### src/design/thermal_throttle_map.svh
// Register offsets, reset values, band thresholds and timing counts of the
// thermal throttle monitor. Definitions only; included by the design and bench.
//
// Operation
// - Measure per-channel throttle time, 1/256 steps
// - Interval end copies count into current reading
// - Average becomes old average plus previous reading, halved
// - Writing either current reading restarts both channels
// - Half-step bias: zero only if never asserted
// - Reading n covers (n-1)/256 to n/256; 255 also covers up to full
// - Full-throttle bit when never released
// - Upper band: reading 193 or more, not full
// - Band bits 129-192, 65-128, 33-64, 1-32
// - Nonzero bit and strict over-limit bit
// - Two independent channels with own registers
// - Sleep stops measurement, clears current, holds average
// - First reading after wake loads both registers
// - Short mode mirrors external assertion onto other pin
// - Regulator hot drives matching pin within 10us
// - Short mode: either hot drives both pins
// - Hot response off in sleep or by control
// - Override PWM on chosen pin, both if shorted
`ifndef THERMAL_THROTTLE_MAP_SVH
`define THERMAL_THROTTLE_MAP_SVH

`define TTM_ADDR_W        4
`define TTM_OFS_CTRL      4'h0
`define TTM_OFS_INTERVAL  4'h1
`define TTM_OFS_LIMIT1    4'h2
`define TTM_OFS_LIMIT2    4'h3
`define TTM_OFS_OVERRIDE  4'h4
`define TTM_OFS_CUR1      4'h5
`define TTM_OFS_CUR2      4'h6
`define TTM_OFS_AVG1      4'h7
`define TTM_OFS_AVG2      4'h8
`define TTM_OFS_STAT1     4'h9
`define TTM_OFS_STAT2     4'hA

`define TTM_RST_CTRL      8'h00
`define TTM_RST_INTERVAL  8'h00
`define TTM_RST_LIMIT     8'hFF
`define TTM_RST_OVERRIDE  8'h00

`define TTM_SLEEP_RUN     2'h0

`define TTM_BAND_UPPER    8'hC1
`define TTM_BAND_HIGH     8'h81
`define TTM_BAND_MID      8'h41
`define TTM_BAND_LOW      8'h21

`define TTM_SLOT_BASE     200
`define TTM_HOT_RESP_US   10
`define TTM_CLK_MHZ       200
`define TTM_HOT_RESP_CYC  (`TTM_HOT_RESP_US * `TTM_CLK_MHZ)
`define TTM_PWM_PRESCALE  8'hC7
`define TTM_OWN_HIST      3

`endif

### src/design/thermal_throttle_pkg.sv
// Types of the thermal throttle monitor: control fields and state codes.
// Assumes thermal_throttle_map.svh is on the include path.
package thermal_throttle_pkg;

	typedef struct packed {
		logic [3:0] unused;
		logic       hot_disable;
		logic       short_mode;
		logic [1:0] sleep_state;
	} ctrl_t;

	typedef struct packed {
		logic [3:0] duty;
		logic [1:0] unused;
		logic [1:0] enable;
	} override_t;

	typedef enum logic [1:0] {
		ST_SLEEP = 2'b01,
		ST_RUN   = 2'b10
	} mon_state_t;

endpackage : thermal_throttle_pkg

### src/design/thermal_throttle_monitor.sv
// Two-channel thermal throttle monitor with throttle pin drive.
// Assumes one 200 MHz clock, a synchronous reset, and pins and regulator hot
// inputs that arrive asynchronously; pins are open-drain with outside pull-ups.
//
// Design decisions made here: the plain strobed port and the register offsets.
`timescale 1ns/1ps
`include "thermal_throttle_map.svh"

module thermal_throttle_monitor #(
	parameter int SLOT_BASE = `TTM_SLOT_BASE
) (
	input  wire logic                   clk_i,
	input  wire logic                   rst_i,
	input  wire logic                   ce_i,
	input  wire logic [`TTM_ADDR_W-1:0] addr_i,
	input  wire logic [7:0]             wdata_i,
	input  wire logic                   wr_i,
	input  wire logic                   rd_i,
	output logic      [7:0]             rdata_o,
	input  wire logic                   cpu1_throttle_n_i,
	output logic                        cpu1_throttle_n_o,
	output logic                        cpu1_throttle_n_oe_o,
	input  wire logic                   cpu2_throttle_n_i,
	output logic                        cpu2_throttle_n_o,
	output logic                        cpu2_throttle_n_oe_o,
	input  wire logic [1:0]             regulator_hot_n_i
);

	// ---------------------------------------------------------------
	// State
	// ---------------------------------------------------------------
	logic [1:0]                     pin_s1, pin_s2, hot_s1, hot_s2;
	thermal_throttle_pkg::ctrl_t     ctrl, next_ctrl;
	thermal_throttle_pkg::override_t ovr, next_ovr;
	thermal_throttle_pkg::mon_state_t state, next_state;
	logic [7:0]  interval, next_interval;
	logic [7:0]  limit [2], next_limit [2];
	logic [7:0]  cur [2], next_cur [2];
	logic [7:0]  avg [2], next_avg [2];
	logic [7:0]  stat [2], next_stat [2];
	logic [23:0] sub [2], next_sub [2];
	logic [8:0]  q [2], next_q [2];
	logic [1:0]  full, next_full;
	logic        first, next_first;
	logic [23:0] pos, next_pos;
	logic [7:0]  slot, next_slot;
	logic [7:0]  pwm_pre, next_pwm_pre;
	logic [3:0]  pwm_ph, next_pwm_ph;
	logic [`TTM_OWN_HIST-1:0] hist [2], next_hist [2];
	logic [1:0]  oe, next_oe;
	logic [7:0]  next_rdata;
	logic [23:0] slot_len;
	logic [1:0]  asserted, hot, ext, ovr_on;
	logic        sleeping, restart, end_evt;

	function automatic logic [7:0] band(input logic [7:0] r, input logic f,
		input logic [7:0] lim);
		logic [7:0] b;
		b = 8'h00;
		b[0] = f;
		b[1] = (r >= `TTM_BAND_UPPER) && !f;
		b[2] = (r >= `TTM_BAND_HIGH) && (r < `TTM_BAND_UPPER);
		b[3] = (r >= `TTM_BAND_MID) && (r < `TTM_BAND_HIGH);
		b[4] = (r >= `TTM_BAND_LOW) && (r < `TTM_BAND_MID);
		b[5] = (r != 8'h00) && (r < `TTM_BAND_LOW);
		b[6] = (r != 8'h00);
		b[7] = (r > lim);
		return b;
	endfunction : band

	// ---------------------------------------------------------------
	// Input synchronisers
	// ---------------------------------------------------------------
	always_ff @(posedge clk_i)
	begin
		if (rst_i)
		begin
			pin_s1 <= 2'h3;
			pin_s2 <= 2'h3;
			hot_s1 <= 2'h3;
			hot_s2 <= 2'h3;
		end
		else if (ce_i)
		begin
			pin_s1 <= {cpu2_throttle_n_i, cpu1_throttle_n_i};
			pin_s2 <= pin_s1;
			hot_s1 <= regulator_hot_n_i;
			hot_s2 <= hot_s1;
		end
	end

	// One slot is 1/256 of the interval, so the interval spans 256 slots.
	// interval slot length
	assign slot_len = 24'(({16'h0000, interval} + 24'h000001) * 24'(SLOT_BASE));
	assign sleeping = (ctrl.sleep_state != `TTM_SLEEP_RUN);
	assign restart  = wr_i && ((addr_i == `TTM_OFS_CUR1) || (addr_i == `TTM_OFS_CUR2));
	assign end_evt  = (state == thermal_throttle_pkg::ST_RUN) && !sleeping && !restart &&
		(pos == slot_len - 24'h000001) && (slot == 8'hFF);

	// ---------------------------------------------------------------
	// Next-state logic
	// ---------------------------------------------------------------
	always_comb
	begin
		logic [8:0] sum;
		logic [7:0] r;
		sum = 9'h000;
		r = 8'h00;
		next_ctrl = ctrl;
		next_ovr = ovr;
		next_interval = interval;
		next_state = sleeping ? thermal_throttle_pkg::ST_SLEEP : thermal_throttle_pkg::ST_RUN;
		next_limit = limit;
		next_cur = cur;
		next_avg = avg;
		next_stat = stat;
		next_sub = sub;
		next_q = q;
		next_full = full;
		next_first = first;
		next_pos = pos;
		next_slot = slot;
		next_rdata = 8'h00;

		// Register writes; current readings take no value, a write only restarts.
		if (wr_i)
		begin
			if (addr_i == `TTM_OFS_CTRL)
				next_ctrl = wdata_i;
			else if (addr_i == `TTM_OFS_INTERVAL)
				next_interval = wdata_i;
			else if (addr_i == `TTM_OFS_LIMIT1)
				next_limit[0] = wdata_i;
			else if (addr_i == `TTM_OFS_LIMIT2)
				next_limit[1] = wdata_i;
			else if (addr_i == `TTM_OFS_OVERRIDE)
				next_ovr = wdata_i;
		end
		if (rd_i)
		begin
			if (addr_i == `TTM_OFS_CTRL)
				next_rdata = ctrl;
			else if (addr_i == `TTM_OFS_INTERVAL)
				next_rdata = interval;
			else if (addr_i == `TTM_OFS_LIMIT1)
				next_rdata = limit[0];
			else if (addr_i == `TTM_OFS_LIMIT2)
				next_rdata = limit[1];
			else if (addr_i == `TTM_OFS_OVERRIDE)
				next_rdata = ovr;
			else if (addr_i == `TTM_OFS_CUR1)
				next_rdata = cur[0];
			else if (addr_i == `TTM_OFS_CUR2)
				next_rdata = cur[1];
			else if (addr_i == `TTM_OFS_AVG1)
				next_rdata = avg[0];
			else if (addr_i == `TTM_OFS_AVG2)
				next_rdata = avg[1];
			else if (addr_i == `TTM_OFS_STAT1)
				next_rdata = stat[0];
			else if (addr_i == `TTM_OFS_STAT2)
				next_rdata = stat[1];
		end

		case (state)
			thermal_throttle_pkg::ST_SLEEP:
			begin
				next_pos = 24'h000000;
				next_slot = 8'h00;
				next_full = 2'h3;
				next_first = 1'b1;
				for (int i = 0; i < 2; i++)
				begin
					next_sub[i] = 24'h000000;
					next_q[i] = 9'h000;
					next_cur[i] = 8'h00;
					next_stat[i] = 8'h00;
				end
			end
			default:
			begin
				if (sleeping || restart)
				begin
					next_pos = 24'h000000;
					next_slot = 8'h00;
					next_full = 2'h3;
					for (int i = 0; i < 2; i++)
					begin
						next_sub[i] = 24'h000000;
						next_q[i] = 9'h000;
					end
				end
				else
				begin
					for (int i = 0; i < 2; i++)
					begin
						if (asserted[i])
						begin
							if ((sub[i] == 24'h000000) && (q[i] != 9'h1FF))
								next_q[i] = q[i] + 9'h001;
							next_sub[i] = (sub[i] == slot_len - 24'h000001) ?
								24'h000000 : sub[i] + 24'h000001;
						end
						else
							next_full[i] = 1'b0;
					end
					next_pos = pos + 24'h000001;
					if (pos == slot_len - 24'h000001)
					begin
						next_pos = 24'h000000;
						next_slot = slot + 8'h01;
					end
					if (end_evt)
					begin
						next_first = 1'b0;
						for (int i = 0; i < 2; i++)
						begin
							r = next_q[i][8] ? 8'hFF : next_q[i][7:0];
							next_cur[i] = r;
							sum = {1'b0, avg[i]} + {1'b0, cur[i]};
							next_avg[i] = first ? r : sum[8:1];
							next_stat[i] = band(r, next_full[i], limit[i]);
							next_sub[i] = 24'h000000;
							next_q[i] = 9'h000;
						end
						next_full = 2'h3;
					end
				end
			end
		endcase
	end

	// ---------------------------------------------------------------
	// Pin drive
	// ---------------------------------------------------------------
	always_comb
	begin
		next_pwm_pre = pwm_pre + 8'h01;
		next_pwm_ph = pwm_ph;
		if (pwm_pre == `TTM_PWM_PRESCALE)
		begin
			next_pwm_pre = 8'h00;
			next_pwm_ph = pwm_ph + 4'h1;
		end
		for (int i = 0; i < 2; i++)
		begin
			asserted[i] = !pin_s2[i];
			next_hist[i] = {hist[i][`TTM_OWN_HIST-2:0], oe[i]};
			// own drive is masked until its echo has passed the synchroniser
			ext[i] = asserted[i] && !oe[i] && (hist[i] == '0);
			hot[i] = !hot_s2[i] && !sleeping && !ctrl.hot_disable;
			ovr_on[i] = ovr.enable[i] && (pwm_ph < ovr.duty);
		end
		for (int i = 0; i < 2; i++)
		begin
			next_oe[i] = hot[i] || ovr_on[i] ||
				(ctrl.short_mode && ((|hot) || (|ovr_on) || ext[1-i]));
		end
	end

	// ---------------------------------------------------------------
	// Registers
	// ---------------------------------------------------------------
	always_ff @(posedge clk_i)
	begin
		if (rst_i)
		begin
			ctrl <= `TTM_RST_CTRL;
			ovr <= `TTM_RST_OVERRIDE;
			interval <= `TTM_RST_INTERVAL;
			state <= thermal_throttle_pkg::ST_RUN;
			limit <= '{`TTM_RST_LIMIT, `TTM_RST_LIMIT};
			cur <= '{8'h00, 8'h00};
			avg <= '{8'h00, 8'h00};
			stat <= '{8'h00, 8'h00};
			sub <= '{24'h000000, 24'h000000};
			q <= '{9'h000, 9'h000};
			hist <= '{3'h0, 3'h0};
			full <= 2'h3;
			first <= 1'b1;
			pos <= 24'h000000;
			slot <= 8'h00;
			pwm_pre <= 8'h00;
			pwm_ph <= 4'h0;
			oe <= 2'h0;
			rdata_o <= 8'h00;
			cpu1_throttle_n_o <= 1'b0;
			cpu2_throttle_n_o <= 1'b0;
		end
		else if (ce_i)
		begin
			ctrl <= next_ctrl;
			ovr <= next_ovr;
			interval <= next_interval;
			state <= next_state;
			limit <= next_limit;
			cur <= next_cur;
			avg <= next_avg;
			stat <= next_stat;
			sub <= next_sub;
			q <= next_q;
			hist <= next_hist;
			full <= next_full;
			first <= next_first;
			pos <= next_pos;
			slot <= next_slot;
			pwm_pre <= next_pwm_pre;
			pwm_ph <= next_pwm_ph;
			oe <= next_oe;
			rdata_o <= next_rdata;
			cpu1_throttle_n_o <= 1'b0;
			cpu2_throttle_n_o <= 1'b0;
		end
	end

	assign cpu1_throttle_n_oe_o = oe[0];
	assign cpu2_throttle_n_oe_o = oe[1];

	// ---------------------------------------------------------------
	// Assertions
	// ---------------------------------------------------------------
	chk_zero_reading: assert property (@(posedge clk_i) disable iff (rst_i)
		(ce_i && end_evt && q[0] == 9'h000 && !asserted[0]) |=> (cur[0] == 8'h00))
		else $error("reading not zero after idle interval");
	chk_any_nonzero: assert property (@(posedge clk_i) disable iff (rst_i)
		(ce_i && end_evt && q[1] != 9'h000) |=> (cur[1] != 8'h00 && stat[1][6]))
		else $error("asserted interval read as zero");
	chk_avg_update: assert property (@(posedge clk_i) disable iff (rst_i)
		(ce_i && end_evt && !first) |=>
		(avg[0] == 8'(({1'b0, $past(avg[0])} + {1'b0, $past(cur[0])}) >> 1)))
		else $error("average not formed from previous reading");
	chk_first_copy: assert property (@(posedge clk_i) disable iff (rst_i)
		(ce_i && end_evt && first) |=> (avg[1] == cur[1]))
		else $error("first reading not loaded into average");
	chk_sleep_hold: assert property (@(posedge clk_i) disable iff (rst_i)
		(ce_i && state == thermal_throttle_pkg::ST_SLEEP) |=>
		(cur[0] == 8'h00 && avg[0] == $past(avg[0])))
		else $error("sleep did not clear current or hold average");
	chk_full_band: assert property (@(posedge clk_i) disable iff (rst_i)
		stat[0][0] |-> !stat[0][1])
		else $error("upper band set on full throttle");
	chk_restart_both: assert property (@(posedge clk_i) disable iff (rst_i)
		(ce_i && restart) |=> (pos == 24'h000000 && slot == 8'h00 && q[0] == 9'h000))
		else $error("current write did not restart capture");
	chk_hot_drive: assert property (@(posedge clk_i) disable iff (rst_i)
		(ce_i && !regulator_hot_n_i[0] && !sleeping && !ctrl.hot_disable)[*4] |->
		cpu1_throttle_n_oe_o)
		else $error("regulator hot did not drive pin");
	chk_drive_low: assert property (@(posedge clk_i) disable iff (rst_i)
		##1 (!cpu1_throttle_n_o && !cpu2_throttle_n_o))
		else $error("throttle pin driven high");

endmodule : thermal_throttle_monitor

### config.mk
export PLATFORM = sky130hd
export DESIGN_NAME = thermal_throttle_monitor
export DESIGN_NICKNAME = d
export VERILOG_FILES = /design/src/design/thermal_throttle_pkg.sv /design/src/design/thermal_throttle_monitor.sv
export VERILOG_INCLUDE_DIRS = /design/src /design/src/design
export SDC_FILE = /design/constraint.sdc
export NUM_CORES = 1
export LEC_CHECK = 0
export ABC_CLOCK_PERIOD_IN_PS = 6400
export BUFFER_PORTS_ARGS = -buffer_cell sky130_fd_sc_hd__buf_2
export CELL_PAD_IN_SITES_DETAIL_PLACEMENT = 1
export CELL_PAD_IN_SITES_GLOBAL_PLACEMENT = 1
export CORE_AREA = 4 4 186 188
export CTS_BUF_LIST = sky130_fd_sc_hd__clkbuf_16
export DETAILED_ROUTE_END_ITERATION = 8
export DIE_AREA = 0 0 190 192
export PLACE_DENSITY_LB_ADDON = 0.1
export SYNTH_ARGS = -nofsm -noshare
export SYNTH_HDL_FRONTEND = slang
export SYNTH_SLANG_ARGS = --single-unit
### constraint.sdc
create_clock -name clk_i -period 6.4 [get_ports clk_i]
set_input_delay 0.64 -clock clk_i [delete_from_list [all_inputs] [get_ports clk_i]]
set_output_delay 0.64 -clock clk_i [all_outputs]
set_load 0.01 [all_outputs]
Word level (Yosys, flattened, before mapping)
Cells that the tools add are included.
- add/subtract/negate cells: 12
- $mul: 1
- magnitude comparators: 19
- equality and inequality tests: 22
- mux-type cells: 60
- bitwise logic cells: 6
- reduce and logical (&&, ||, !) cells: 72
- operators with widths (kind ; number):
    24-bit 2-to-1 mux ; 7
    8-bit 2-to-1 mux ; 20
    48-bit 2-to-1 mux ; 3
    16-bit 2-to-1 mux ; 6
    24-bit by 1-bit adder with 24-bit output (second input constant) ; 3
    24-bit equality test ; 3
    9-bit 2-to-1 mux ; 8
    18-bit 2-to-1 mux ; 3
    24-bit logical NOT ; 2
    8-bit >= comparator (second input constant) ; 4
    8-bit less-than comparator (second input constant) ; 4
    1-bit logical AND ; 29
    8-bit by 8-bit adder with 9-bit output ; 2
    9-bit by 1-bit adder with 9-bit output (second input constant) ; 2
    9-bit inequality test (second input constant) ; 2
    17-bit by 1-bit subtractor with 18-bit output (second input constant) ; 1
    8-bit by 1-bit adder with 8-bit output (second input constant) ; 2
    4-bit by 3-bit equality test with 1-bit output (second input constant) ; 4
    8-bit equality test (second input constant) ; 2
    8-bit by 6-bit >= comparator with 1-bit output (second input constant) ; 2
    8-bit by 7-bit >= comparator with 1-bit output (second input constant) ; 2
    8-bit greater-than comparator ; 2
    8-bit by 6-bit less-than comparator with 1-bit output (second input constant) ; 2
    8-bit by 7-bit less-than comparator with 1-bit output (second input constant) ; 2
    other kinds (28) ; 75
- register bits: 227
- bits of input ports: 21
- output and inout bits: 12
- logic and storage cells: 227

Longest topological paths before layout
- depth in word-level cells: 13
- gate-level depth with buffers: 24

Least setup slack after synthesis
No wires, ideal clock.
- path kind: reg-to-reg
- start point: register interval[0]
- end point: register sub[8] in the netlist's numbering
- data arrival time: 5.593 ns
- required time: 6.285 ns
- slack: 0.693 ns
- cell stages (with the launch flop): 24
- path buffers: 3
- period minus slack after synthesis: 5.707 ns
- cell sequence: dfxtp_1 buf_2 nand3_1 nor2_1 xor2_1 ha_1 ha_1 inv_1 fa_1 inv_1 ha_1 a21oi_1 o31ai_2 a311o_1 a211oi_1 and3_4 xnor3_1 or4_1 or3_4 nand4_4 buf_8 buf_12 nor2_1 o21a_1
- word-level cells in the longest chain between the ends: 9
- RTL lines (element ; line ; source):
    start: declaration ; thermal_throttle_monitor.sv:36 ; logic [7:0] interval, next_interval;
    start signal: assignment ; thermal_throttle_monitor.sv:270 ; interval <= `TTM_RST_INTERVAL;
    start signal: assignment ; thermal_throttle_monitor.sv:294 ; interval <= next_interval;
    8-bit by 1-bit adder with 9-bit output (*) ; thermal_throttle_monitor.sv:94 ; assign slot_len = 24'(({16'h0000, interval} + 24'h000001) * 24'(SLOT_BASE));
    9-bit by 5-bit multiplier with 14-bit output (*) ; thermal_throttle_monitor.sv:94 ;
    17-bit by 1-bit subtractor with 18-bit output (*) ; thermal_throttle_monitor.sv:98, thermal_throttle_monitor.sv:201 ;
    24-bit equality test (on tied branches) ; thermal_throttle_monitor.sv:201, thermal_throttle_monitor.sv:98 ;
    24-bit 2-to-1 mux / 1-bit logical AND (equally long branches) ; thermal_throttle_monitor.sv:201, thermal_throttle_monitor.sv:97 ;
    24-bit 2-to-1 mux / 1-bit logical AND (equally long branches) ; thermal_throttle_monitor.sv:197, thermal_throttle_monitor.sv:98 ;
    48-bit 2-to-1 mux ; thermal_throttle_monitor.sv:213 ; if (end_evt)
    48-bit 2-to-1 mux ; thermal_throttle_monitor.sv:182 ; if (sleeping || restart)
    48-bit 2-to-1 mux ; thermal_throttle_monitor.sv:165 ; case (state)
    end signal: assignment ; thermal_throttle_monitor.sv:276 ; sub <= '{24'h000000, 24'h000000};
    end signal: assignment ; thermal_throttle_monitor.sv:300 ; sub <= next_sub;
    end: declaration ; thermal_throttle_monitor.sv:41 ; logic [23:0] sub [2], next_sub [2];
Every way passes the cells marked *; elsewhere a longest branch is shown, timed or not. The select of a mux whose other input is x is not followed.
A chain may end at the register's enable or synchronous reset.

Worst setup path in the final report
- start point: register interval[0]
- end point: register cur[12] in the netlist's numbering
- word-level cells in the longest chain between the ends: 8
- RTL lines (element ; line ; source):
    8-bit by 1-bit adder with 9-bit output ; thermal_throttle_monitor.sv:94 ;
    9-bit by 5-bit multiplier with 14-bit output ; thermal_throttle_monitor.sv:94 ;
    17-bit by 1-bit subtractor with 18-bit output ; thermal_throttle_monitor.sv:98 ; (pos == slot_len - 24'h000001) && (slot == 8'hFF);
    24-bit equality test ; thermal_throttle_monitor.sv:98 ;
    1-bit logical AND ; thermal_throttle_monitor.sv:97 ; assign end_evt = (state == thermal_throttle_pkg::ST_RUN) && !sleeping && !restart &&
    1-bit logical AND ; thermal_throttle_monitor.sv:98 ;
    2-bit nonzero test (no source line) ; - ;
    3-bit AND reduction (no source line) ; - ;
    end signal: assignment ; thermal_throttle_monitor.sv:273 ; cur <= '{8'h00, 8'h00};
    end signal: assignment ; thermal_throttle_monitor.sv:297 ; cur <= next_cur;
    end: declaration ; thermal_throttle_monitor.sv:38 ; logic [7:0] cur [2], next_cur [2];
No other way between the ends.

==> results.toml <==
[run_status]
outcome = "finished clean"

[logic_synthesis]
ys.flop_type = "dfxtp_1"
synth_cells = 1804
avgSynthCellArea_um2 = 8.08
synth_top_area_share_pct = 31.2
yosysTopAreaCell = "dfxtp_1"
yosys_register_bits = 227
yosysWarningCount = 0
synth.distinct_cells = 91
synth_edf_count = 0
syn-cell-area_um2 = 14600
ys_seq_area_share_pct = 31.2
synth_area_leaders = "dfxtp_1 31%, ha_1 6.5%, mux2i_1 5.3%"
async_reset_ff_share_pct = 0

[finish]
multi_input_area_um2 = 9440
layout_common_cells = "227 x dfxtp_1, 200 x nor2_1, 176 x nand2_1"
fillerInstances = 3993
fin_nets = 1911
register_area_um2 = 4540
final_layout_size_suffix_gt1_share_pct = 9.29
layout_commonest_cell = "dfxtp_1"
antennaDiodeCount = 0
fin_util_pct = 49.3
area_growth_pct = 11.9

[job]
cap_violations = 0

[detailed_routing]
drc = 0
wl_per_cell_um = 20.8
antenna_left = 0
totalWireLength_mm = 47.4
drtIter0Drc = 811
vias = 13300
drtPass1Iterations = 5
vias_per_cell = 5.86

[sta]
setup_tns_ns = 0
setup_viol = 0
period_minus_slack_ns = 6.06
fmax_ghz = 0.165
finClkSkew_ns = 0.0164
hold_viol_final = 0
tightest_slew_ns = 1.26
maxSlewHeadroom_pct = 15.2
min_period_over_period_pct = 94.7
rsz0062_at_grt = "false"
report.final.slew_viol_count = 0

[global_route]
track_usage_pct = 25.3
antenna_found_initial = 0
grt_pass1_vias = 13600
grt_pass1_wl_mm = 75.1
overflow = 0
grt_start_max_net_pins = 51

[power]
power_density_nw_per_um2 = 215
irDropWorstVdd_uv = 206
p_total_uw = 3500
leakagePower_uw = 0.00691

[clock_tree]
cts_buffers = 28
clockBufferDepth = 3
clock_latency_ns = 0.58
ctsHoldBuffers = 0
path_clk_slew_ns = 0.06
cts.sinks = 227
cts_max_level = 1
cts_tree = "yes"
cts-root-buf = "clkbuf_16"

[setup_path]
critPathArrivalTime_ns = 6.52
criticalPathCategory = "flop to flop"
cp-end-kind = "flop"
start_kind = "flop"
r2r-end = "cur[12]$_SDFFE_PP0P_"
worst-path-max-fanout = 27
r2r_cells = 23
worstPathRequired_ns = 6.86
rrSetupSlack_ns = 0.34
r2r_start = "interval[0]$_SDFFE_PP0P_"

[hold_path]
hold_class = "input pin to flop"
hold_path.startpoint = "regulator_hot_n_i[1]"
hold-path-cell-count = 3
min_to = "hot_s1[1]$_SDFFE_PP1P_"

[die]
rows = 67
dieArea_um2 = 36500
chipHeight_um = 192
initial_core_util_pct = 44.0
fp.coreArea_um2 = 33100
die-width_um = 190
pin_count = 33

[placement]
place_congestion = 0.932
io_buffers = 30
hpwl_mm = 34.2
## per-stage QoR
| step | cell area [um^2] | hold slack (ns) | std cells | setup slack [ns] |
|---|---|---|---|---|
| 2_1_floorplan | 14600 | 0.426 | 1805 | 0.693 |
| 3_3_place_gp | 15100 | 0.437 | 2221 | -0.0892 |
| 3_5_place_dp | 15100 | 0.446 | 2221 | -0.383 |
| 4_1_cts | 16200 | 0.267 | 2272 | 0.0146 |
| 5_1_grt | 16300 | 0.288 | 2277 | 0.00532 |
| 6_report | 16300 | 0.286 | 2277 | 0.340 |
## where the power goes
| part | switching [uW] | total, uW | leakage, uW | internal [uW] |
|---|---|---|---|---|
| combinational | 161 | 233 | 0.00457 | 71.4 |
| sequential | 12.2 | 1440 | 0.00183 | 1430 |
| clock | 673 | 1830 | 0.000512 | 1160 |
| total | 847 | 3500 | 0.00691 | 2660 |
## synthesized netlist by cell type (7+ instances only)
| cell type | count |
|---|---|
| a211oi_1 | 12 |
| a21o_1 | 38 |
| a21oi_1 | 80 |
| a22o_1 | 24 |
| a22oi_1 | 7 |
| a2bb2oi_1 | 9 |
| and2_1 | 14 |
| and3_1 | 37 |
| buf_1 | 7 |
| buf_2 | 14 |
| clkbuf_1 | 67 |
| dfxtp_1 | 227 |
| ha_1 | 76 |
| inv_1 | 76 |
| mux2i_1 | 77 |
| nand2_1 | 176 |
| nand2b_1 | 16 |
| nand3_1 | 68 |
| nand4_1 | 37 |
| nor2_1 | 202 |
| nor2b_1 | 17 |
| nor3_1 | 49 |
| nor3b_1 | 12 |
| nor4_1 | 19 |
| o211ai_1 | 28 |
| o21a_1 | 7 |
| o21ai_0 | 111 |
| o21bai_1 | 9 |
| o2bb2ai_1 | 8 |
| o31ai_1 | 17 |
| or3_1 | 15 |
| or4_1 | 14 |
| xnor2_1 | 53 |
| xnor3_1 | 8 |
| xor2_1 | 51 |
## cell type report
type	instances	area share (%)
multi-input cells	1407	57.8
flip-flops and latches	227	27.8
clock buffers	28	4.29
well taps	448	3.43
repair buffers	67	2.64
clock inverters	23	2.18
inverters	77	1.77
## critical path: stages (launching register included)
cell and delay [ns]:
dfxtp_1 0.42, ha_1 0.27, nand3_1 0.14, xnor2_2 0.22, ha_1 0.28, ha_1 0.29, inv_1 0.05, fa_1 0.53
inv_1 0.04, ha_1 0.41, nand2_1 0.17, o31ai_2 0.07, buf_4 0.17, a311o_1 0.40, a2111oi_2 0.45, and2_1 0.26
a31oi_1 0.17, nand3b_1 0.27, buf_4 0.21, nor3_4 0.30, o21ai_1 0.12, and2_1 0.20, buf_4 0.23, a22o_1 0.27
## layer usage
| metal | share of wire [%] | vias to the layer above | global-route usage [%] |
|---|---|---|---|
| met3 | 3.4 | 83 | 3.04 |
| met2 | 48 | 248 | 44.5 |
| met4 | 3.5 | 0 | 7.62 |
| met5 | 0 | - | 0 |
| li1 | - | 6461 | - |
| met1 | 46 | 6554 | 32.7 |
## logic make-up (layout without fill, tap and decap cells)
| family | after synthesis | in the layout | share of synthesized area, % |
|---|---|---|---|
| xor+xnor | 114 | 114 | 7.71 |
| flops | 227 | 227 | 31.2 |
| mux | 81 | 81 | 5.60 |
| fa+ha+maj | 82 | 82 | 7.35 |
| compound gates | 413 | 413 | 19.0 |
| other cells | 1 | 2 | 0.0257 |
| simple gates | 714 | 715 | 24.3 |
| buf+inv | 172 | 195 | 4.87 |
## worst max-delay path by stage
stage                        startpoint              endpoint  slack, ns  cells after the start
2_1_floorplan  interval[0]$_SDFFE_PP0P_   sub[8]$_SDFFE_PP0P_       0.69                     23
3_3_place_gp   interval[0]$_SDFFE_PP0P_  sub[39]$_SDFFE_PP0P_      -0.09                     21
3_5_place_dp   interval[0]$_SDFFE_PP0P_  sub[41]$_SDFFE_PP0P_      -0.38                     21
4_1_cts        interval[0]$_SDFFE_PP0P_   sub[2]$_SDFFE_PP0P_       0.01                     21
5_1_grt        interval[0]$_SDFFE_PP0P_  cur[12]$_SDFFE_PP0P_      0.005                     22
6_report       interval[0]$_SDFFE_PP0P_  cur[12]$_SDFFE_PP0P_       0.34                     23
## state kept, by name (all words and copies together), names as in the netlist, 4 cells and up
name / cells
ovr: 8
pwm_pre: 8
sub: 48
pwm_ph: 4
pos: 24
cur: 16
interval: 8
ctrl: 8
q: 18
avg: 16
rdata_o: 8
hist: 6
stat: 16
limit: 16
slot: 8
## what timing repair did
action	4_1_cts	5_1_grt
gates cloned	0	1
gates resized for setup	4	15
pin swaps	0	3
endpoints found under the setup margin	28	134
setup buffers	0	4
Note: power is estimated with default switching activity, not from simulation.
